--- src/hdl/lfs_pkg.sv ---
package lfs_pkg;
  // ---------------------------------------------------------------
  // Clock and timing
  // ---------------------------------------------------------------
  localparam int CLK_MHZ        = 25;       // Core clock, 40 ns period
  localparam int OTP_BLANK_US   = 180;      // Least OTP blanking at start
  localparam int BO_BLANK_MS    = 25;       // Brown-out persistence
  localparam int GND_OPEN_US    = 200;      // Ground-open persistence
  localparam int ZERO_SHORT_MS  = 90;       // Output short persistence
  localparam int AUTOREC_S      = 4;        // Auto-recovery pause
  localparam int OTP_BLANK_CYC  = OTP_BLANK_US * CLK_MHZ;
  localparam int BO_BLANK_CYC   = BO_BLANK_MS * 1000 * CLK_MHZ;
  localparam int GND_OPEN_CYC   = GND_OPEN_US * CLK_MHZ;
  localparam int ZERO_SHORT_CYC = ZERO_SHORT_MS * 1000 * CLK_MHZ;
  localparam int AUTOREC_CYC    = AUTOREC_S * 1000 * 1000 * CLK_MHZ;
  localparam logic [2:0] WIND_PERIODS = 3'h4; // Overshoot periods in a row
  localparam logic [8:0] FOLD_FULL    = 9'h100; // Depth code at stop level

  // ---------------------------------------------------------------
  // Register map (byte addresses) and reset values
  // ---------------------------------------------------------------
  localparam logic [4:0] REG_CTRL   = 5'h00;
  localparam logic [4:0] REG_DIM    = 5'h04;
  localparam logic [4:0] REG_STATUS = 5'h08;
  localparam logic [4:0] REG_SETPT  = 5'h0c;
  localparam logic [4:0] REG_CAUSE  = 5'h10;
  localparam logic [7:0] DIM_RST    = 8'hff;  // Full current, no dimming
  localparam logic       CTRL_RST   = 1'h1;   // Drive allowed
  localparam logic [1:0] RESP_OKAY  = 2'h0;
  localparam logic [1:0] RESP_SLV   = 2'h2;

  // Fault cause bit positions
  localparam int C_VCC_OVP = 0;
  localparam int C_PROG    = 1;
  localparam int C_OTP     = 2;
  localparam int C_DIE     = 3;
  localparam int C_DIODE   = 4;
  localparam int C_WIND    = 5;
  localparam int C_ZERO    = 6;
  localparam int C_BO      = 7;
  localparam int C_CS      = 8;
  localparam int C_GND     = 9;
  localparam int NCAUSE    = 10;

  // Supervisor states
  typedef enum logic [2:0] {
    ST_LOCKOUT, ST_RUN, ST_AUTOREC, ST_BROWNOUT, ST_LATCHED
  } lfs_state_e;

  // Comparator flags from the analog front end
  typedef struct packed {
    logic vcc_ovp;                  // Supply over-voltage
    logic programmable_overvoltage; // Shutdown pin above 2.5 V
    logic ntc_below_otp_off;        // Severe NTC over-temperature
    logic ntc_above_otp_on;         // NTC release level
    logic line_below_bo_off;        // Line sense under 0.9 V
    logic line_above_bo_on;         // Line sense over 1.0 V
    logic die_hot;                  // Die above about 150 C
    logic die_cool;                 // Die below about 100 C
    logic cs_low_impedance;         // Sense pin at or below 120 ohm
    logic gnd_open;                 // Sense pin diode conducting
    logic zero_short;               // Zero-crossing under short level
    logic cs_over_stop;             // Sense above 150 % of limit
    logic output_diode_short_flag;  // Output diode short detector
    logic vcc_on;                   // Supply above turn-on level
    logic vcc_below_off;            // Supply below turn-off level
    logic vcc_below_reset;          // Supply below reset level
  } lfs_flags_s;
endpackage

--- src/hdl/lfs_sync.sv ---
`timescale 1ns/1ps
module lfs_sync #(
  parameter int W = 1
) (
  input  wire logic         aclk,
  input  wire logic         aresetn,
  input  wire logic         ce,
  input  wire logic [W-1:0] d,
  output logic      [W-1:0] q
);
  // ---------------------------------------------------------------
  // Two-stage synchroniser, one per flag bit
  // ---------------------------------------------------------------
  logic [W-1:0] meta;  // First stage, read by second stage only

  genvar i;
  generate
    for (i = 0; i < W; i++) begin : g_bit
      // Comparators toggle freely, so settle before use
      always_ff @(posedge aclk) begin
        if (!aresetn) begin
          meta[i] <= 1'b0;
          q[i]    <= 1'b0;
        end else if (ce) begin
          meta[i] <= d[i];
          q[i]    <= meta[i];
        end
      end
    end
  endgenerate
endmodule

--- src/hdl/lfs_supervisor.sv ---
`timescale 1ns/1ps
module lfs_supervisor
  import lfs_pkg::*;
#(
  parameter int OTP_BLANK  = lfs_pkg::OTP_BLANK_CYC,
  parameter int BO_BLANK   = lfs_pkg::BO_BLANK_CYC,
  parameter int GND_OPEN   = lfs_pkg::GND_OPEN_CYC,
  parameter int ZERO_SHORT = lfs_pkg::ZERO_SHORT_CYC,
  parameter int AUTOREC    = lfs_pkg::AUTOREC_CYC
) (
  input  wire logic               aclk,
  input  wire logic               aresetn,
  input  wire logic               ce,
  input  wire lfs_pkg::lfs_flags_s flags,
  input  wire logic               period_end,
  input  wire logic               max_ton_end,
  input  wire logic [8:0]         foldback_depth,
  output logic                    gate_enable,
  output logic [7:0]              setpoint_out,
  output logic                    supply_lockout_flag,
  output logic                    startup_consumption,
  input  wire logic [31:0]        s_axi_awaddr,
  input  wire logic               s_axi_awvalid,
  output logic                    s_axi_awready,
  input  wire logic [31:0]        s_axi_wdata,
  input  wire logic [3:0]         s_axi_wstrb,
  input  wire logic               s_axi_wvalid,
  output logic                    s_axi_wready,
  output logic [1:0]              s_axi_bresp,
  output logic                    s_axi_bvalid,
  input  wire logic               s_axi_bready,
  input  wire logic [31:0]        s_axi_araddr,
  input  wire logic               s_axi_arvalid,
  output logic                    s_axi_arready,
  output logic [31:0]             s_axi_rdata,
  output logic [1:0]              s_axi_rresp,
  output logic                    s_axi_rvalid,
  input  wire logic               s_axi_rready
);
  import lfs_pkg::*;

  // ---------------------------------------------------------------
  // Declarations
  // ---------------------------------------------------------------
  lfs_flags_s        sf;            // Synchronised flags
  lfs_state_e        state;         // Supervisor state
  lfs_state_e        next_state;    // Next supervisor state
  logic              run_entry;     // First cycle of a start-up
  logic              otp_active;    // Severe NTC heat, with hysteresis
  logic              die_active;    // Die overheat, with hysteresis
  logic              winding_short_flag; // Overshoot run complete
  logic [2:0]        wind_cnt;      // Overshoot periods in a row
  logic [31:0]       blank_cnt;     // Time since supply turn-on
  logic              blank_done;    // OTP comparator usable
  logic [31:0]       ar_cnt;        // Auto-recovery pause timer
  logic              ar_done;       // Pause elapsed
  logic [2:0]        pc_in;         // Persistence inputs
  logic [2:0]        pc_done;       // Persistence reached
  logic [NCAUSE-1:0] ev;            // Fault events this cycle
  logic [NCAUSE-1:0] cause;         // Sticky fault causes
  logic              ctrl_en;       // Software drive enable
  logic [7:0]        dim_set;       // Pre-foldback setpoint
  logic [8:0]        depth_c;       // Clamped foldback depth
  logic [16:0]       fold_prod;     // Setpoint times depth
  logic              cs_short;      // Sense pin short seen
  logic              auto_fault;    // Any auto-recovery fault
  logic              aw_held;       // Write address taken
  logic              w_held;        // Write data taken
  logic [4:0]        aw_addr;       // Held write address
  logic [31:0]       w_data;        // Held write data
  logic [3:0]        w_strb;        // Held byte enables
  logic              wr_go;         // Both halves present
  logic              aw_ok;         // Write address mapped
  logic [15:0]       wmask;         // Byte lanes 0 and 1

  // ---------------------------------------------------------------
  // Flag synchroniser
  // ---------------------------------------------------------------
  lfs_sync #(.W($bits(lfs_flags_s))) lfs_sync_i (
    .aclk    (aclk),
    .aresetn (aresetn),
    .ce      (ce),
    .d       (flags),
    .q       (sf)
  );

  // ---------------------------------------------------------------
  // Persistence timers
  // ---------------------------------------------------------------
  assign pc_in = {sf.line_below_bo_off, sf.zero_short, sf.gnd_open};

  genvar i;
  generate
    for (i = 0; i < 3; i++) begin : g_pers
      localparam int LIM = (i == 0) ? GND_OPEN : (i == 1) ? ZERO_SHORT : BO_BLANK;
      logic [31:0] cnt;  // Cycles the condition has held
      // A gap in the condition restarts the count
      always_ff @(posedge aclk) begin
        if (!aresetn) begin
          cnt <= 32'h0;
        end else if (ce) begin
          if (!pc_in[i]) begin
            cnt <= 32'h0;
          end else if (cnt < LIM) begin
            cnt <= cnt + 32'h1;
          end
        end
      end
      assign pc_done[i] = (cnt >= LIM);
    end
  endgenerate

  // ---------------------------------------------------------------
  // Start-up blanking and auto-recovery timers
  // ---------------------------------------------------------------
  // Blanking restarts each time the supply comes up from lockout
  always_ff @(posedge aclk) begin
    if (!aresetn) begin
      blank_cnt <= 32'h0;
    end else if (ce) begin
      if (state == ST_LOCKOUT) begin
        blank_cnt <= 32'h0;
      end else if (blank_cnt < OTP_BLANK) begin
        blank_cnt <= blank_cnt + 32'h1;
      end
    end
  end
  assign blank_done = (blank_cnt >= OTP_BLANK);

  // Pause counts only inside auto-recovery
  always_ff @(posedge aclk) begin
    if (!aresetn) begin
      ar_cnt <= 32'h0;
    end else if (ce) begin
      if (state != ST_AUTOREC) begin
        ar_cnt <= 32'h0;
      end else if (ar_cnt < AUTOREC) begin
        ar_cnt <= ar_cnt + 32'h1;
      end
    end
  end
  assign ar_done = (ar_cnt >= AUTOREC);

  // ---------------------------------------------------------------
  // Hysteresis flags and overshoot counter
  // ---------------------------------------------------------------
  // Set wins so a fresh trip is never lost on release
  always_ff @(posedge aclk) begin
    if (!aresetn) begin
      supply_lockout_flag <= 1'b1;
      otp_active          <= 1'b0;
      die_active          <= 1'b0;
    end else if (ce) begin
      if (sf.vcc_below_off) begin
        supply_lockout_flag <= 1'b1;
      end else if (sf.vcc_on) begin
        supply_lockout_flag <= 1'b0;
      end
      if (sf.ntc_below_otp_off && blank_done) begin
        otp_active <= 1'b1;
      end else if (sf.ntc_above_otp_on) begin
        otp_active <= 1'b0;
      end
      if (sf.die_hot) begin
        die_active <= 1'b1;
      end else if (sf.die_cool) begin
        die_active <= 1'b0;
      end
    end
  end

  // Counts periods whose peak overshot; a clean one clears it
  always_ff @(posedge aclk) begin
    if (!aresetn) begin
      wind_cnt <= 3'h0;
    end else if (ce) begin
      if (state != ST_RUN) begin
        wind_cnt <= 3'h0;
      end else if (period_end) begin
        if (!sf.cs_over_stop) begin
          wind_cnt <= 3'h0;
        end else if (wind_cnt < WIND_PERIODS) begin
          wind_cnt <= wind_cnt + 3'h1;
        end
      end
    end
  end
  assign winding_short_flag = (wind_cnt == WIND_PERIODS);

  // ---------------------------------------------------------------
  // Fault events
  // ---------------------------------------------------------------
  assign cs_short = sf.cs_low_impedance && (run_entry || max_ton_end);

  always_comb begin
    ev            = '0;
    ev[C_VCC_OVP] = sf.vcc_ovp;
    ev[C_PROG]    = sf.programmable_overvoltage;
    ev[C_OTP]     = otp_active;
    ev[C_DIE]     = die_active;
    ev[C_DIODE]   = sf.output_diode_short_flag;
    ev[C_WIND]    = winding_short_flag;
    ev[C_ZERO]    = pc_done[1];
    ev[C_BO]      = pc_done[2];
    ev[C_CS]      = cs_short;
    ev[C_GND]     = pc_done[0];
  end
  assign auto_fault = |ev[C_ZERO:C_VCC_OVP];

  // ---------------------------------------------------------------
  // Supervisor state machine
  // ---------------------------------------------------------------
  always_comb begin
    next_state = state;
    case (state)
      ST_LOCKOUT: begin
        if (!supply_lockout_flag) begin
          next_state = ST_RUN;
        end
      end
      ST_RUN: begin
        if (ev[C_CS] || ev[C_GND]) begin
          next_state = ST_LATCHED;
        end else if (ev[C_BO]) begin
          next_state = ST_BROWNOUT;
        end else if (auto_fault) begin
          next_state = ST_AUTOREC;
        end else if (supply_lockout_flag) begin
          next_state = ST_LOCKOUT;
        end
      end
      ST_AUTOREC: begin
        // Heat flags must also have released
        if (ar_done && sf.vcc_on && !otp_active && !die_active) begin
          next_state = ST_RUN;
        end
      end
      ST_BROWNOUT: begin
        // No supply cycling needed here
        if (sf.line_above_bo_on && sf.vcc_on) begin
          next_state = ST_RUN;
        end
      end
      ST_LATCHED: begin
        if (sf.vcc_below_reset) begin
          next_state = ST_LOCKOUT;
        end
      end
      default: next_state = ST_LOCKOUT;
    endcase
  end

  // State register and start-up marker
  always_ff @(posedge aclk) begin
    if (!aresetn) begin
      state     <= ST_LOCKOUT;
      run_entry <= 1'b0;
    end else if (ce) begin
      state     <= next_state;
      run_entry <= (next_state == ST_RUN) && (state != ST_RUN);
    end
  end

  // ---------------------------------------------------------------
  // Drive outputs and foldback setpoint
  // ---------------------------------------------------------------
  assign depth_c   = (foldback_depth > FOLD_FULL) ? FOLD_FULL : foldback_depth;
  assign fold_prod = dim_set * depth_c;

  // Registered outputs; gate drops the cycle the state leaves run
  always_ff @(posedge aclk) begin
    if (!aresetn) begin
      gate_enable         <= 1'b0;
      startup_consumption <= 1'b0;
      setpoint_out        <= 8'h0;
    end else if (ce) begin
      gate_enable         <= (next_state == ST_RUN) && ctrl_en;
      startup_consumption <= (next_state == ST_BROWNOUT);
      setpoint_out        <= dim_set - fold_prod[16:9];
    end
  end

  // ---------------------------------------------------------------
  // AXI4-Lite slave
  // ---------------------------------------------------------------
  assign s_axi_awready = !aw_held;
  assign s_axi_wready  = !w_held;
  assign s_axi_arready = !s_axi_rvalid;
  assign wr_go = aw_held && w_held && !s_axi_bvalid;
  assign aw_ok = (aw_addr == REG_CTRL) || (aw_addr == REG_DIM) ||
                 (aw_addr == REG_CAUSE);
  assign wmask = {{8{w_strb[1]}}, {8{w_strb[0]}}};

  // Address and data are caught independently, in either order
  always_ff @(posedge aclk) begin
    if (!aresetn) begin
      aw_held      <= 1'b0;
      w_held       <= 1'b0;
      aw_addr      <= 5'h0;
      w_data       <= 32'h0;
      w_strb       <= 4'h0;
      s_axi_bvalid <= 1'b0;
      s_axi_bresp  <= RESP_OKAY;
    end else if (ce) begin
      if (s_axi_awvalid && !aw_held) begin
        aw_held <= 1'b1;
        aw_addr <= s_axi_awaddr[4:0];
      end
      if (s_axi_wvalid && !w_held) begin
        w_held <= 1'b1;
        w_data <= s_axi_wdata;
        w_strb <= s_axi_wstrb;
      end
      if (wr_go) begin
        aw_held      <= 1'b0;
        w_held       <= 1'b0;
        s_axi_bvalid <= 1'b1;
        s_axi_bresp  <= aw_ok ? RESP_OKAY : RESP_SLV;
      end else if (s_axi_bready) begin
        s_axi_bvalid <= 1'b0;
      end
    end
  end

  // Control registers written by software
  always_ff @(posedge aclk) begin
    if (!aresetn) begin
      ctrl_en <= CTRL_RST;
      dim_set <= DIM_RST;
    end else if (ce && wr_go) begin
      if (aw_addr == REG_CTRL && w_strb[0]) begin
        ctrl_en <= w_data[0];
      end
      if (aw_addr == REG_DIM && w_strb[0]) begin
        dim_set <= w_data[7:0];
      end
    end
  end

  // Sticky causes: write one to clear, a new event wins
  always_ff @(posedge aclk) begin
    if (!aresetn) begin
      cause <= '0;
    end else if (ce) begin
      if (wr_go && aw_addr == REG_CAUSE) begin
        cause <= (cause & ~(w_data[NCAUSE-1:0] & wmask[NCAUSE-1:0])) | ev;
      end else begin
        cause <= cause | ev;
      end
    end
  end

  // Read path, one cycle after the address is taken
  always_ff @(posedge aclk) begin
    if (!aresetn) begin
      s_axi_rvalid <= 1'b0;
      s_axi_rdata  <= 32'h0;
      s_axi_rresp  <= RESP_OKAY;
    end else if (ce) begin
      if (s_axi_arvalid && !s_axi_rvalid) begin
        s_axi_rvalid <= 1'b1;
        s_axi_rresp  <= RESP_OKAY;
        case (s_axi_araddr[4:0])
          REG_CTRL:   s_axi_rdata <= {31'h0, ctrl_en};
          REG_DIM:    s_axi_rdata <= {24'h0, dim_set};
          REG_STATUS: s_axi_rdata <= {24'h0, otp_active, die_active,
                                      supply_lockout_flag, startup_consumption,
                                      gate_enable, state};
          REG_SETPT:  s_axi_rdata <= {24'h0, setpoint_out};
          REG_CAUSE:  s_axi_rdata <= {22'h0, cause};
          default: begin
            s_axi_rdata <= 32'h0;
            s_axi_rresp <= RESP_SLV;
          end
        endcase
      end else if (s_axi_rready) begin
        s_axi_rvalid <= 1'b0;
      end
    end
  end

  // ---------------------------------------------------------------
  // Assertions
  // ---------------------------------------------------------------
  property p_ovp;
    @(posedge aclk) disable iff (!aresetn)
    (ce && state == ST_RUN && sf.vcc_ovp && !cs_short && !pc_done[0] &&
     !pc_done[2]) |=> (state == ST_AUTOREC) ##1 !gate_enable;
  endproperty
  a_ovp: assert property (p_ovp) else $error("supply ovp missed");

  property p_gate;
    @(posedge aclk) disable iff (!aresetn)
    (state != ST_RUN) |-> !gate_enable;
  endproperty
  a_gate: assert property (p_gate) else $error("gate on in off mode");

  property p_fold;
    @(posedge aclk) disable iff (!aresetn)
    (ce && foldback_depth >= FOLD_FULL)
      |=> setpoint_out == $past(dim_set) - ($past(dim_set) >> 1);
  endproperty
  a_fold: assert property (p_fold) else $error("foldback not half");

  property p_blank;
    @(posedge aclk) disable iff (!aresetn)
    $rose(otp_active) |-> $past(blank_done);
  endproperty
  a_blank: assert property (p_blank) else $error("otp during blanking");

  property p_bo;
    @(posedge aclk) disable iff (!aresetn)
    (ce && state == ST_BROWNOUT && sf.line_above_bo_on && sf.vcc_on)
      |=> state == ST_RUN;
  endproperty
  a_bo: assert property (p_bo) else $error("brown-out exit late");

  property p_lockout;
    @(posedge aclk) disable iff (!aresetn)
    (ce && sf.vcc_below_off) |=> supply_lockout_flag;
  endproperty
  a_lockout: assert property (p_lockout) else $error("lockout flag not set");

  property p_ar;
    @(posedge aclk) disable iff (!aresetn)
    (state == ST_AUTOREC && !ar_done) |=> state == ST_AUTOREC;
  endproperty
  a_ar: assert property (p_ar) else $error("early recovery");

  property p_wind;
    @(posedge aclk) disable iff (!aresetn)
    (ce && state == ST_RUN && wind_cnt == 3'h3 && period_end && sf.cs_over_stop)
      |=> ##1 state != ST_RUN;
  endproperty
  a_wind: assert property (p_wind) else $error("winding short missed");

  property p_latch;
    @(posedge aclk) disable iff (!aresetn)
    (state == ST_LATCHED && !sf.vcc_below_reset) |=> state == ST_LATCHED;
  endproperty
  a_latch: assert property (p_latch) else $error("latch released early");
endmodule

--- config.mk ---
export PLATFORM = sky130hd
export DESIGN_NAME = lfs_supervisor
export DESIGN_NICKNAME = d
export VERILOG_FILES = /design/src/hdl/lfs_pkg.sv /design/src/hdl/lfs_sync.sv /design/src/hdl/lfs_supervisor.sv
export SDC_FILE = /design/constraint.sdc
export NUM_CORES = 1
export LEC_CHECK = 0
export ABC_AREA = 1
export BUFFER_PORTS_ARGS = -buffer_cell sky130_fd_sc_hd__buf_2
export CAP_MARGIN = 10
export CORE_UTILIZATION = 50
export DETAILED_ROUTE_END_ITERATION = 8
export HOLD_SLACK_MARGIN = 0.05
export PLACE_DENSITY = 0.75
export SLEW_MARGIN = 20
export SYNTH_ARGS = -nofsm -noshare
export SYNTH_HDL_FRONTEND = slang
export SYNTH_SLANG_ARGS = --single-unit
--- constraint.sdc ---
create_clock -name aclk -period 6.9 [get_ports aclk]
set_clock_uncertainty 0.2 [all_clocks]
set_input_delay 0.69 -clock aclk [delete_from_list [all_inputs] [get_ports aclk]]
set_output_delay 0.69 -clock aclk [all_outputs]
set_load 0.01 [all_outputs]
### After elaboration in Yosys (flattened, before gate mapping)

Cells that the tools add are included.

* input port bits: 135
* output and inout port bits: 52
* word-level logic and storage cells: 206
* flip-flop bits (word level): 288

* reductions and logical operators: 61
* bitwise gates (word level): 5
* $lt $le $gt $ge: 12
* multiply operators: 1
* equal/unequal tests: 19
* add/sub/neg operators: 7
* muxes and demuxes: 42

Operators by type and width (number)
* $mux W32: 10
* $add A32 B1 Y32 const B: 5
* $ge A32 B13 Y1 const B: 2
* $lt A32 B13 Y1 const B: 2
* $pmux W10 S5: 1
* $mux W3: 12
* $reduce_and A2 Y1: 18
* $ge A32 B20 Y1 const B: 1
* $ge A32 B22 Y1 const B: 1
* $ge A32 B27 Y1 const B: 1
* $lt A32 B20 Y1 const B: 1
* $lt A32 B22 Y1 const B: 1
* $lt A32 B27 Y1 const B: 1
* $and A10 B10 Y10: 2
* $or A10 B10 Y10: 2
* $reduce_bool A2 Y1: 10
* $logic_and A1 B1 Y1: 17
* $mul A8 B9 Y17: 1
* $pmux W3 S5: 1
* $mux W1: 14
* $eq A5 B3 Y1 const B: 2
* $eq A5 B4 Y1 const B: 2
* $eq A5 B5 Y1 const B: 2
* $logic_not A5 Y1: 2
* other kinds (21): 36

### Longest topological paths before layout

Gate-level depths: netlist of run 1.

* word-level depth: 8
* depth in mapped cells: 31
* mapped depth without buffers: 31

### Hierarchy

Synthesis of run 1 repeated with hierarchy kept, for this count alone.

* cells, all modules: 2125
* area, all modules: 15046.9 µm²

Modules (own cells, without submodules)
* lfs_supervisor: instances 1, cells an instance 1923, area each 13563.0 µm², sequential area each 4644.5 µm²
* lfs_sync: instances 1, cells an instance 202, area each 1483.9 µm², sequential area each 640.6 µm²

### Worst setup path before layout of run 1

Ideal clock, no wire load.

* kind: in2reg
* from: input foldback_depth[1]
* to: register setpoint_out[7]
* path buffers: 0
* arrival: 5654 ps
* setup time: 113 ps
* data required time: 6587 ps
* stages: 29
* path slack: 933 ps
* cells stage by stage: nor2_1 nand2_1 o21ai_2 nand2_1 inv_2 nand2_1 fa_1 fa_1 inv_1 fa_1 fa_1 ha_1 a21oi_1 o21ai_0 o21bai_1 nand2_1 nand2_1 nand2_1 nand2_1 nand2_1 ha_1 nand2_1 o21ai_0 nand4_1 o211ai_1 xor2_1 nor2_1 o21ai_1 inv_1

* word-level cells in the longest chain between the ends: 4

Ends and longest elaborated chain
* from (decl): line lfs_supervisor.sv:17 `input wire logic [8:0] foldback_depth,`
* $gt A9 B9 Y1: line lfs_supervisor.sv:267 `assign depth_c = (foldback_depth > FOLD_FULL) ? FOLD_FULL : foldback_depth;`
* $mux W9 (*): line lfs_supervisor.sv:267
* $mul A8 B9 Y17 (*): line lfs_supervisor.sv:268 `assign fold_prod = dim_set * depth_c;`
* $sub A8 B8 Y8 (*): line lfs_supervisor.sv:279 `setpoint_out <= dim_set - fold_prod[16:9];`
* to (signal assigned): line lfs_supervisor.sv:279
* to (decl): line lfs_supervisor.sv:19 `output logic [7:0] setpoint_out,`

Every way passes the cells marked *; elsewhere a longest branch is shown, timed or not.
A chain may end at the register's enable or synchronous reset.

### Final worst setup path of run 1

Ends and elaborated chain as after synthesis.

==> flow_summary.json, run 1 <==
{
  "yosysWarnings": 0,
  "final_layout_size_suffix_gt1_share_pct": 9.14,
  "nets": 2366,
  "yosys.area.top_type": "dfxtp_1",
  "power_frac_seq_pct": 36.4,
  "root_buffer": "clkbuf_16",
  "cts.path.max_buffers": 3,
  "p_sw_share_pct": 31.7,
  "floorplan.die.width_um": 174,
  "detailroute.via_count": 13410,
  "synth_top_family_by_area": "simple AND/OR/NAND/NOR gates",
  "gr-usage-met1_pct": 31.2,
  "slew_headroom_pct": 38.5,
  "final_core_utilization_pct": 56.5,
  "detailedPlacementHpwl_um": 26000,
  "synth-xor-area-share_pct": 2.61,
  "clockPowerShare_pct": 36.2,
  "p_switching_mw": 1.42,
  "synth_simple_gate_area_share_pct": 29.7,
  "portBuffers": 84,
  "post-place-ws_ns": 0.155,
  "drt.antenna.violating_nets": 0,
  "antenna_found_initial": 0,
  "critPathMaxFanout": 5,
  "setup_slack_ns": 0.715,
  "sequential_share_of_the_synthesized_area_pct": 35.9,
  "routability_driven_placement_congestion_ratio": 0.911,
  "run_status": "complete, no violations",
  "hold_end": "aw_addr[1]",
  "timing.critical_path.required_ns": 7.13,
  "core_sq_um": 28900,
  "post_synth_inst_count": 2074,
  "grt_start_max_net_pins": 76,
  "start_util_pct": 51.1,
  "n_antenna_cell": 0,
  "hold_viol": 0,
  "synth_enable_flop_cells": 0,
  "ctsHtreeMaxLevel": 1,
  "drt-initial-drc-count": 1156,
  "comb_power_share_pct": 27.3,
  "nFillCells": 2772,
  "whs_path_depth": 3,
  "dr.pass1.iters": 5,
  "postCtsHoldBufs": 0,
  "syn-mean-instance-area_sq_um": 7.11,
  "area_fraction_in_compound_gates_after_synthesis_pct": 11.6,
  "post_cts_resize_count": 0,
  "reg2reg_to": "setpoint_out[7]",
  "synthFlopType": "dfxtp_1",
  "gr-usage-met2_pct": 39.2,
  "yosys-top-cells-area": "dfxtp_1 36%, nand2_1 11%, nor2_1 7.4%, inv_1 6.6%, fa_1 5.7%",
  "layout_min_cycle_time_ns": 6.18,
  "yosysTopAreaCellShare_pct": 35.9,
  "p_leak_nw": 6.96,
  "timing.reg2reg.worst_path_depth": 23,
  "worst_setup_path_class": "in2reg",
  "met3_usage_pct": 2.32,
  "timing.max_cap.violations": 0,
  "pwr_density_cell_nw_per_um2": 274,
  "post_cts_buffers": 0,
  "synthesis.area_sq_um": 14700,
  "floorplan.rows": 62,
  "place_area_sq_um": 15300,
  "pin_count": 187,
  "ys_top_cells_by_count": "431 x nand2_1, 289 x nor2_1, 264 x dfxtp_1",
  "clk_pin_slew_ns": 0.06,
  "drt-vias-per-instance": 5.28,
  "hold_path.startpoint": "s_axi_awaddr[1]",
  "post-synth-top-count-cell": "nand2_1",
  "final_cell_area_sq_um": 16300,
  "synthToLayoutAreaGrowth_pct": 10.7,
  "async_reset_ff_share_pct": 0,
  "clkLatencyLatePin_ns": 0.54,
  "worst_pin_slew_ns": 0.921,
  "setup_viol_count_final": 0,
  "worst_ir_drop_vdd_v": 0.000214,
  "timing_max_transition_violations_final": 0,
  "die_span_y_um": 174,
  "synth_cell_type_count": 50,
  "wl_um": 35600,
  "ys_seq_elements": 264,
  "fmax_mhz": 162,
  "r2r_slack_ns": 0.96,
  "gr-max-usage-layer": "met2",
  "cts_made_buffers": 27,
  "tritoncts": "done",
  "final.hold.worst_slack_ns": 0.183,
  "critPathArrivalTime_ns": 6.41,
  "area_share_of_fa_ha_maj_cells_after_synthesis_pct": 10.2,
  "number_of_global_route_vias_before_repair": 12397,
  "wire_per_inst_um": 14.0,
  "clock_sink_count": 264,
  "internal-power_mw": 3.05,
  "global_route_total_usage_across_every_layer_pct": 23.2,
  "totalNegativeSetupSlack_ns": 0,
  "number_of_drc_violations_after_detailed_routing": 0,
  "grt_overflow": 0,
  "grt_setup_unrepaired": "false",
  "rr_startpoint": "dim_set[6]",
  "worst_hold_path_type": "in2reg",
  "muxShareOfSynthArea_pct": 0,
  "post-route-period-util_pct": 89.6,
  "critical_path.startpoint_type": "input port",
  "fp.dieArea_sq_um": 30200,
  "timing.critical_path.to_type": "register",
  "grt_first_pass_wirelength_um": 59000
}
==> per-stage QoR <==
stage | instances | power, mW
after detailed placement | 2491 | 2.87
after global placement | 2491 | 2.83
final | 2540 | 4.47
after CTS | 2540 | 4.47
after floorplan | 2097 | 2.59
after global routing | 2540 | 4.73
==> state kept, by name, indices dropped and copies added (netlist names), 2 cells and up <==
name,count
g_pers.cnt,96
ar_cnt,32
blank_cnt,32
lfs_sync_i.meta,16
lfs_sync_i.q,16
cause,10
s_axi_rdata,10
w_data,10
dim_set,8
setpoint_out,8
aw_addr,5
state,3
wind_cnt,3
w_strb,2
==> area by class of cell <==
type,instances,area (sq um),share of cell area (%)
multi-input combinational,1480,8070,49.4
sequential,264,5290,32.4
inverter,273,1030,6.33
clock buffer,38,777,4.76
tap,384,480,2.95
timing repair buffer,90,465,2.85
clock inverter,11,209,1.28
==> worst max-delay path by stage <==
stage / start / endpoint / slack [ns] / cells past startpoint
finish: foldback_depth[1] / setpoint_out[7] / 0.72 / 28
global route: foldback_depth[5] / setpoint_out[7] / 0.16 / 28
CTS: foldback_depth[5] / setpoint_out[7] / 0.71 / 28
detailed placement: foldback_depth[5] / setpoint_out[7] / 0.16 / 28
global placement: foldback_depth[1] / setpoint_out[7] / 0.31 / 28
floorplan: foldback_depth[1] / setpoint_out[7] / 0.93 / 29
==> cell usage in the layout (no fill, tap or decap), drive strengths merged <==
cell type / Yosys / final
o211ai: 10 / 10
ha: 53 / 53
o41ai: 2 / 2
nor2: 295 / 295
o21ai: 121 / 121
nor3: 100 / 100
inv: 273 / 274
or2: 3 / 3
a21o: 1 / 1
and2: 1 / 1
fa: 42 / 42
clkbuf: 35 / 38
a21oi: 163 / 163
nor3b: 6 / 6
dfxtp: 264 / 264
nand3: 72 / 72
o21a: 8 / 8
nand3b: 6 / 6
clkinv: 0 / 4
xor2: 33 / 33
o31ai: 1 / 1
a31oi: 3 / 3
o21bai: 3 / 3
xnor2: 11 / 11
buf: 45 / 90
nand4: 47 / 47
nor4: 22 / 22
conb: 1 / 24
a31o: 1 / 1
bufinv: 0 / 6
a211oi: 5 / 5
a21boi: 1 / 1
nand2: 445 / 445
a22o: 1 / 1
==> worst max-delay path: stages <==
cell	delay, ns
buf_2	0.10
nor2_1	0.10
nand2_1	0.09
o21ai_2	0.26
nand2_1	0.19
inv_2	0.13
nand2_1	0.08
fa_1	0.52
fa_1	0.55
inv_1	0.06
fa_1	0.50
fa_1	0.49
ha_1	0.36
nand2_1	0.08
o21ai_0	0.24
o21bai_1	0.11
nand2_1	0.10
xor2_1	0.27
inv_1	0.08
ha_1	0.27
nand2_1	0.04
o21ai_0	0.39
nand4_1	0.14
o211ai_1	0.14
xor2_1	0.20
nor2_1	0.07
o21ai_1	0.12
inv_1	0.05
==> power groups by stage <==
stage | combinational (mW) | sequential, mW | clock [mW]
2_1_floorplan | 0.938 | 1.65 | 0
3_3_place_gp | 1.17 | 1.66 | 0
3_5_place_dp | 1.21 | 1.66 | 0
4_1_cts | 1.21 | 1.63 | 1.63
5_1_grt | 1.39 | 1.63 | 1.70
6_report | 1.22 | 1.63 | 1.62
==> cell families after synthesis <==
logic type      count (synthesis)
simple gates                  997
compound gates                320
xor+xnor                       44
buf+inv                       353
flops                         264
other cells                     1
fa+ha+maj                      95
==> metal layers <==
layer	share of wire, %	vias up
li1	-	6755
met1	46	6214
met2	46	367
met3	5.2	74
met4	2.7	0
met5	0	-
(Power assumes the default switching activity.)
==> inputs of run 2 (changes only) <==
- CTS_BUF_LIST: not set -> sky130_fd_sc_hd__clkbuf_4 sky130_fd_sc_hd__clkbuf_8 sky130_fd_sc_hd__clkbuf_16
==> run 2 against run 1 <==
  * Worst setup slack improved by 0.016 ns
  * Global-route usage is essentially flat
  * Critical path type unchanged
  * Fmax is 0.26% higher
==> flow_summary.json, run 2 (synthesis results as in run 1) <==
{
  "timing.max_cap.violations": 0,
  "portBuffers": 84,
  "final.hold.worst_slack_ns": 0.182,
  "dr.pass1.iters": 7,
  "core_sq_um": 28900,
  "leading_cell_types_in_the_layout_fill_and_taps_excluded": "431 x nand2_1, 289 x nor2_1, 264 x dfxtp_1",
  "critPathBufInv": 5,
  "grt_start_max_net_pins": 76,
  "final_layout_size_suffix_gt1_share_pct": 9.37,
  "hold_end": "aw_addr[3]",
  "timing.critical_path.required_ns": 7.13,
  "timing.critical_path.to_type": "register",
  "nets": 2366,
  "antenna_found_initial": 0,
  "grt_setup_unrepaired": "false",
  "pwr_density_cell_nw_per_um2": 275,
  "clock_sink_count": 264,
  "number_of_global_route_vias_before_repair": 12381,
  "timing.reg2reg.worst_path_depth": 23,
  "critical_path.startpoint_type": "input port",
  "start_util_pct": 51.1,
  "most_common_library_cell_in_the_layout_ignoring_fill_and_taps": "nand2_1",
  "grt_first_pass_wirelength_um": 59000,
  "global_route_total_usage_across_every_layer_pct": 23.2,
  "worst_pin_slew_ns": 0.905,
  "root_buffer": "clkbuf_16",
  "wire_per_inst_um": 14.0,
  "reg.largest.list": "g_pers.cnt x96, ar_cnt x32, blank_cnt x32",
  "fp.dieArea_sq_um": 30200,
  "reg2reg_to": "setpoint_out[7]",
  "slew_headroom_pct": 39.6,
  "timing_max_transition_violations_final": 0,
  "hold_path.startpoint": "s_axi_awaddr[3]",
  "top_register": "g_pers.cnt",
  "wl_um": 35500,
  "die_span_y_um": 174,
  "run_status": "complete, no violations",
  "routability_driven_placement_congestion_ratio": 0.911,
  "drt-vias-per-instance": 5.25,
  "p_leak_nw": 6.98,
  "cts.path.max_buffers": 3,
  "setup_viol_count_final": 0,
  "detailroute.via_count": 13335,
  "critPathSlowestCell": "fa_1",
  "synthToLayoutAreaGrowth_pct": 10.8,
  "totalNegativeSetupSlack_ns": 0,
  "floorplan.rows": 62,
  "critical-path-top-delay-family": "adder cells",
  "r2r_slack_ns": 1.00,
  "post_cts_buffers": 0,
  "ctsHtreeMaxLevel": 1,
  "detailedPlacementHpwl_um": 26000,
  "floorplan.die.width_um": 174,
  "fmax_mhz": 162,
  "largest_reg_flops": 96,
  "layout.area.seq_sq_um": 5290,
  "tritoncts": "done",
  "worst_hold_path_type": "in2reg",
  "cp_slowest_stage_delay_ns": 0.55,
  "clk_pin_slew_ns": 0.06,
  "worst_setup_path_class": "in2reg",
  "final_cell_area_sq_um": 16300,
  "post_cts_resize_count": 0,
  "place_area_sq_um": 15300,
  "timing.critical_path.mode_cell": "nand2_1",
  "rr_startpoint": "dim_set[6]",
  "post-route-period-util_pct": 89.4,
  "multi_input_comb_area_sq_um": 8070,
  "drt-initial-drc-count": 1087,
  "number_of_drc_violations_after_detailed_routing": 0,
  "n_antenna_cell": 0,
  "postCtsHoldBufs": 0,
  "layout_min_cycle_time_ns": 6.17,
  "worst_ir_drop_vdd_v": 0.000213,
  "pin_count": 187,
  "finalPower_mw": 4.49,
  "grt_overflow": 0,
  "critPathMaxFanout": 5,
  "drt.antenna.violating_nets": 0,
  "clkLatencyLatePin_ns": 0.54,
  "cts_made_buffers": 27,
  "whs_path_depth": 3,
  "hold_viol": 0,
  "nFillCells": 2771,
  "critPathArrivalTime_ns": 6.40
}
-- run 2: report_power, final --
| part | switching (mW) | leakage (nW) | internal (mW) |
|---|---|---|---|
| clock | 0.614 | 0.504 | 1.03 |
| sequential | 0.0528 | 2.14 | 1.58 |
| combinational | 0.749 | 4.33 | 0.468 |
-- run 2: metal layers --
| metal | GRT usage [%] | routed length, um |
|---|---|---|
| met5 | 0 | 0 |
| met4 | 7.38 | 951 |
| met3 | 2.32 | 1640 |
| met2 | 39.2 | 16400 |
| met1 | 31.2 | 16500 |
-- run 2: worst max-delay path by stage --
| stage | slack, ns | depth (start not counted) | to | start |
|---|---|---|---|---|
| after floorplan | 0.93 | 29 | setpoint_out[7] | foldback_depth[1] |
| after global placement | 0.31 | 28 | setpoint_out[7] | foldback_depth[1] |
| after detailed placement | 0.16 | 28 | setpoint_out[7] | foldback_depth[5] |
| after CTS | 0.71 | 28 | setpoint_out[7] | foldback_depth[5] |
| after global routing | 0.16 | 28 | setpoint_out[7] | foldback_depth[5] |
| final | 0.73 | 28 | setpoint_out[7] | foldback_depth[1] |
-- run 2: layout make-up --
| cell class | instances | area share (%) |
|---|---|---|
| Multi-Input combinational cell | 1480 | 49.4 |
| Tap cell | 384 | 2.94 |
| Timing Repair Buffer | 90 | 2.85 |
| Clock inverter | 11 | 1.28 |
| Sequential cell | 264 | 32.4 |
| Inverter | 273 | 6.32 |
| Clock buffer | 38 | 4.87 |
-- run 2: stage by stage --
stage / utilization, % / instances / setup slack, ns
3_5_place_dp: 53.1 / 2491 / 0.155
2_1_floorplan: - / 2097 / 0.933
6_report: 56.6 / 2540 / 0.731
4_1_cts: 56.6 / 2540 / 0.706
3_3_place_gp: 53.1 / 2491 / 0.305
5_1_grt: 56.6 / 2540 / 0.159
-- run 2: worst min-delay path: cells and delay by family --
family	cells	cell delay, ns
and+or+nand+nor	2	0.11
buffers and inverters	1	0.07
==> inputs of run 3 (changes only) <==
- CORE_ASPECT_RATIO: not set -> 0.75
==> run 3 against run 2 <==
  * Sequential share of layout area increased by 0.055 points
  * Die area is essentially flat
  * Sequential power about the same
  * Combinational power barely moved
  * Via count up 1.3%
  * Largest power group is now registers
  * Final area is 0.17% lower
  * Final cell count is 0.43% higher
==> flow_summary.json, run 3 (synthesis results as in run 1) <==
{
  "critPathArrivalTime_ns": 6.41,
  "reg.largest.list": "g_pers.cnt x96, ar_cnt x32, blank_cnt x32",
  "p_leak_nw": 6.96,
  "rr_startpoint": "dim_set[7]",
  "number_of_global_route_vias_before_repair": 12112,
  "tritoncts": "done",
  "number_of_drc_violations_after_detailed_routing": 0,
  "worst_setup_path_class": "in2reg",
  "p_sw_share_pct": 32.8,
  "multi_input_comb_area_sq_um": 8070,
  "critPathSlowestCell": "fa_1",
  "floorplan.die.width_um": 200,
  "pwr_density_cell_nw_per_um2": 270,
  "clk_pin_slew_ns": 0.06,
  "start_util_pct": 50.7,
  "most_common_library_cell_in_the_layout_ignoring_fill_and_taps": "nand2_1",
  "fmax_mhz": 163,
  "nFillCells": 2720,
  "layout.area.seq_sq_um": 5290,
  "timing.critical_path.to_type": "register",
  "timing.critical_path.mode_cell": "fa_1",
  "final_core_utilization_pct": 56.1,
  "totalNegativeSetupSlack_ns": 0,
  "pin_count": 187,
  "floorplan.rows": 54,
  "portBuffers": 84,
  "cts_made_buffers": 27,
  "timing.critical_path.required_ns": 7.16,
  "top_register": "g_pers.cnt",
  "critical_path.startpoint_type": "input port",
  "hold_viol": 0,
  "wl_um": 36700,
  "drt-vias-per-instance": 5.29,
  "finalPower_mw": 4.41,
  "nets": 2370,
  "hold_path.startpoint": "flags[7]",
  "cp_slowest_stage_delay_ns": 0.55,
  "die_span_y_um": 151,
  "power_frac_seq_pct": 36.7,
  "final.hold.worst_slack_ns": 0.142,
  "drt-initial-drc-count": 1146,
  "ctsHtreeMaxLevel": 1,
  "detailedPlacementHpwl_um": 26800,
  "antenna_found_initial": 0,
  "clkLatencyLatePin_ns": 0.56,
  "worst_hold_path_type": "in2reg",
  "detailroute.via_count": 13505,
  "leading_cell_types_in_the_layout_fill_and_taps_excluded": "431 x nand2_1, 289 x nor2_1, 264 x dfxtp_1",
  "critPathMaxFanout": 7,
  "drt.antenna.violating_nets": 0,
  "post_cts_buffers": 0,
  "global_route_total_usage_across_every_layer_pct": 23.8,
  "grt_start_max_net_pins": 100,
  "clockPowerShare_pct": 35.0,
  "layout_min_cycle_time_ns": 6.15,
  "timing_max_transition_violations_final": 0,
  "largest_reg_flops": 96,
  "routability_driven_placement_congestion_ratio": 0.952,
  "setup_viol_count_final": 0,
  "slew_headroom_pct": 29.5,
  "root_buffer": "clkbuf_16",
  "clock_sink_count": 264,
  "p_switching_mw": 1.45,
  "dr.pass1.iters": 5,
  "final_layout_size_suffix_gt1_share_pct": 9.50,
  "core_sq_um": 29100,
  "synthToLayoutAreaGrowth_pct": 10.6,
  "grt_first_pass_wirelength_um": 59400,
  "finalNonFillerCells": 2551,
  "place.detailed.instances": 2503,
  "internal-power_mw": 2.96,
  "run_status": "complete, no violations",
  "worst_pin_slew_ns": 1.06,
  "crit_start": "foldback_depth[3]",
  "grt_overflow": 0,
  "cts.path.max_buffers": 3,
  "grt_setup_unrepaired": "false",
  "wire_per_inst_um": 14.4,
  "comb_power_share_pct": 28.3,
  "fp.dieArea_sq_um": 30200,
  "worst_ir_drop_vdd_v": 0.000235,
  "post_cts_resize_count": 0,
  "n_antenna_cell": 0,
  "timing.max_cap.violations": 0,
  "postCtsHoldBufs": 0,
  "post-route-period-util_pct": 89.1
}
-- run 3: cell count changes in the layout (fill, tap and decap cells not counted), sizes merged --
| cell | change |
|---|---|
| buf | +4 |
| clkinvlp | +1 |
| bufinv | -3 |
| inv | +2 |
| clkbuf | -1 |
-- run 3: layout make-up --
cell class | instances | share of cell area [%]
tap | 392 | 3.01
clock inverter | 11 | 0.952
sequential | 264 | 32.4
timing repair buffer | 94 | 3.04
multi-input combinational | 1480 | 49.5
inverter | 273 | 6.33
clock buffer | 37 | 4.80
-- run 3: metal layers --
metal  global-route usage [%]  wire length, um  vias to the layer above
li1                         -                -                     6766
met1                     35.5            18000                     6221
met2                     35.6            15300                      454
met3                     3.94             2800                       64
met4                     5.61              694                        0
met5                        0                0                        -
-- run 3: path summary, 6_finish.rpt --
kind                              to  slack [ns]  cells after the start
setup / recovery     setpoint_out[6]        0.75                     26
hold / removal    lfs_sync_i.meta[7]        0.14                      3
setup reg to reg     setpoint_out[6]        0.88                     22
hold reg to reg        blank_cnt[25]        0.24                      2
-- run 3: critical path: cells and delay by family --
family                   cells  cell delay [ns]
adder cells (fa/ha/maj)      7             3.07
AO/OA/AOI/OAI                8             1.45
AND/OR/NAND/NOR              4             0.67
buffers and inverters        5             0.33
XOR/XNOR                     2             0.21
-- run 3: power groups by stage --
| stage | Sequential, mW | Combinational, mW | Clock (mW) |
|---|---|---|---|
| 6_report | 1.62 | 1.25 | 1.54 |
| 5_1_grt | 1.62 | 1.41 | 1.63 |
| 4_1_cts | 1.62 | 1.23 | 1.57 |
| 3_5_place_dp | 1.65 | 1.22 | 0 |
| 3_3_place_gp | 1.65 | 1.19 | 0 |
| 2_1_floorplan | 1.65 | 0.938 | 0 |
-- run 3: metrics by stage --
step	instance area, sq um	setup slack, ns
floorplan	14800	0.933
global placement	15400	0.341
detailed placement	15400	0.263
CTS	16300	0.841
global route	16300	0.344
finish	16300	0.751
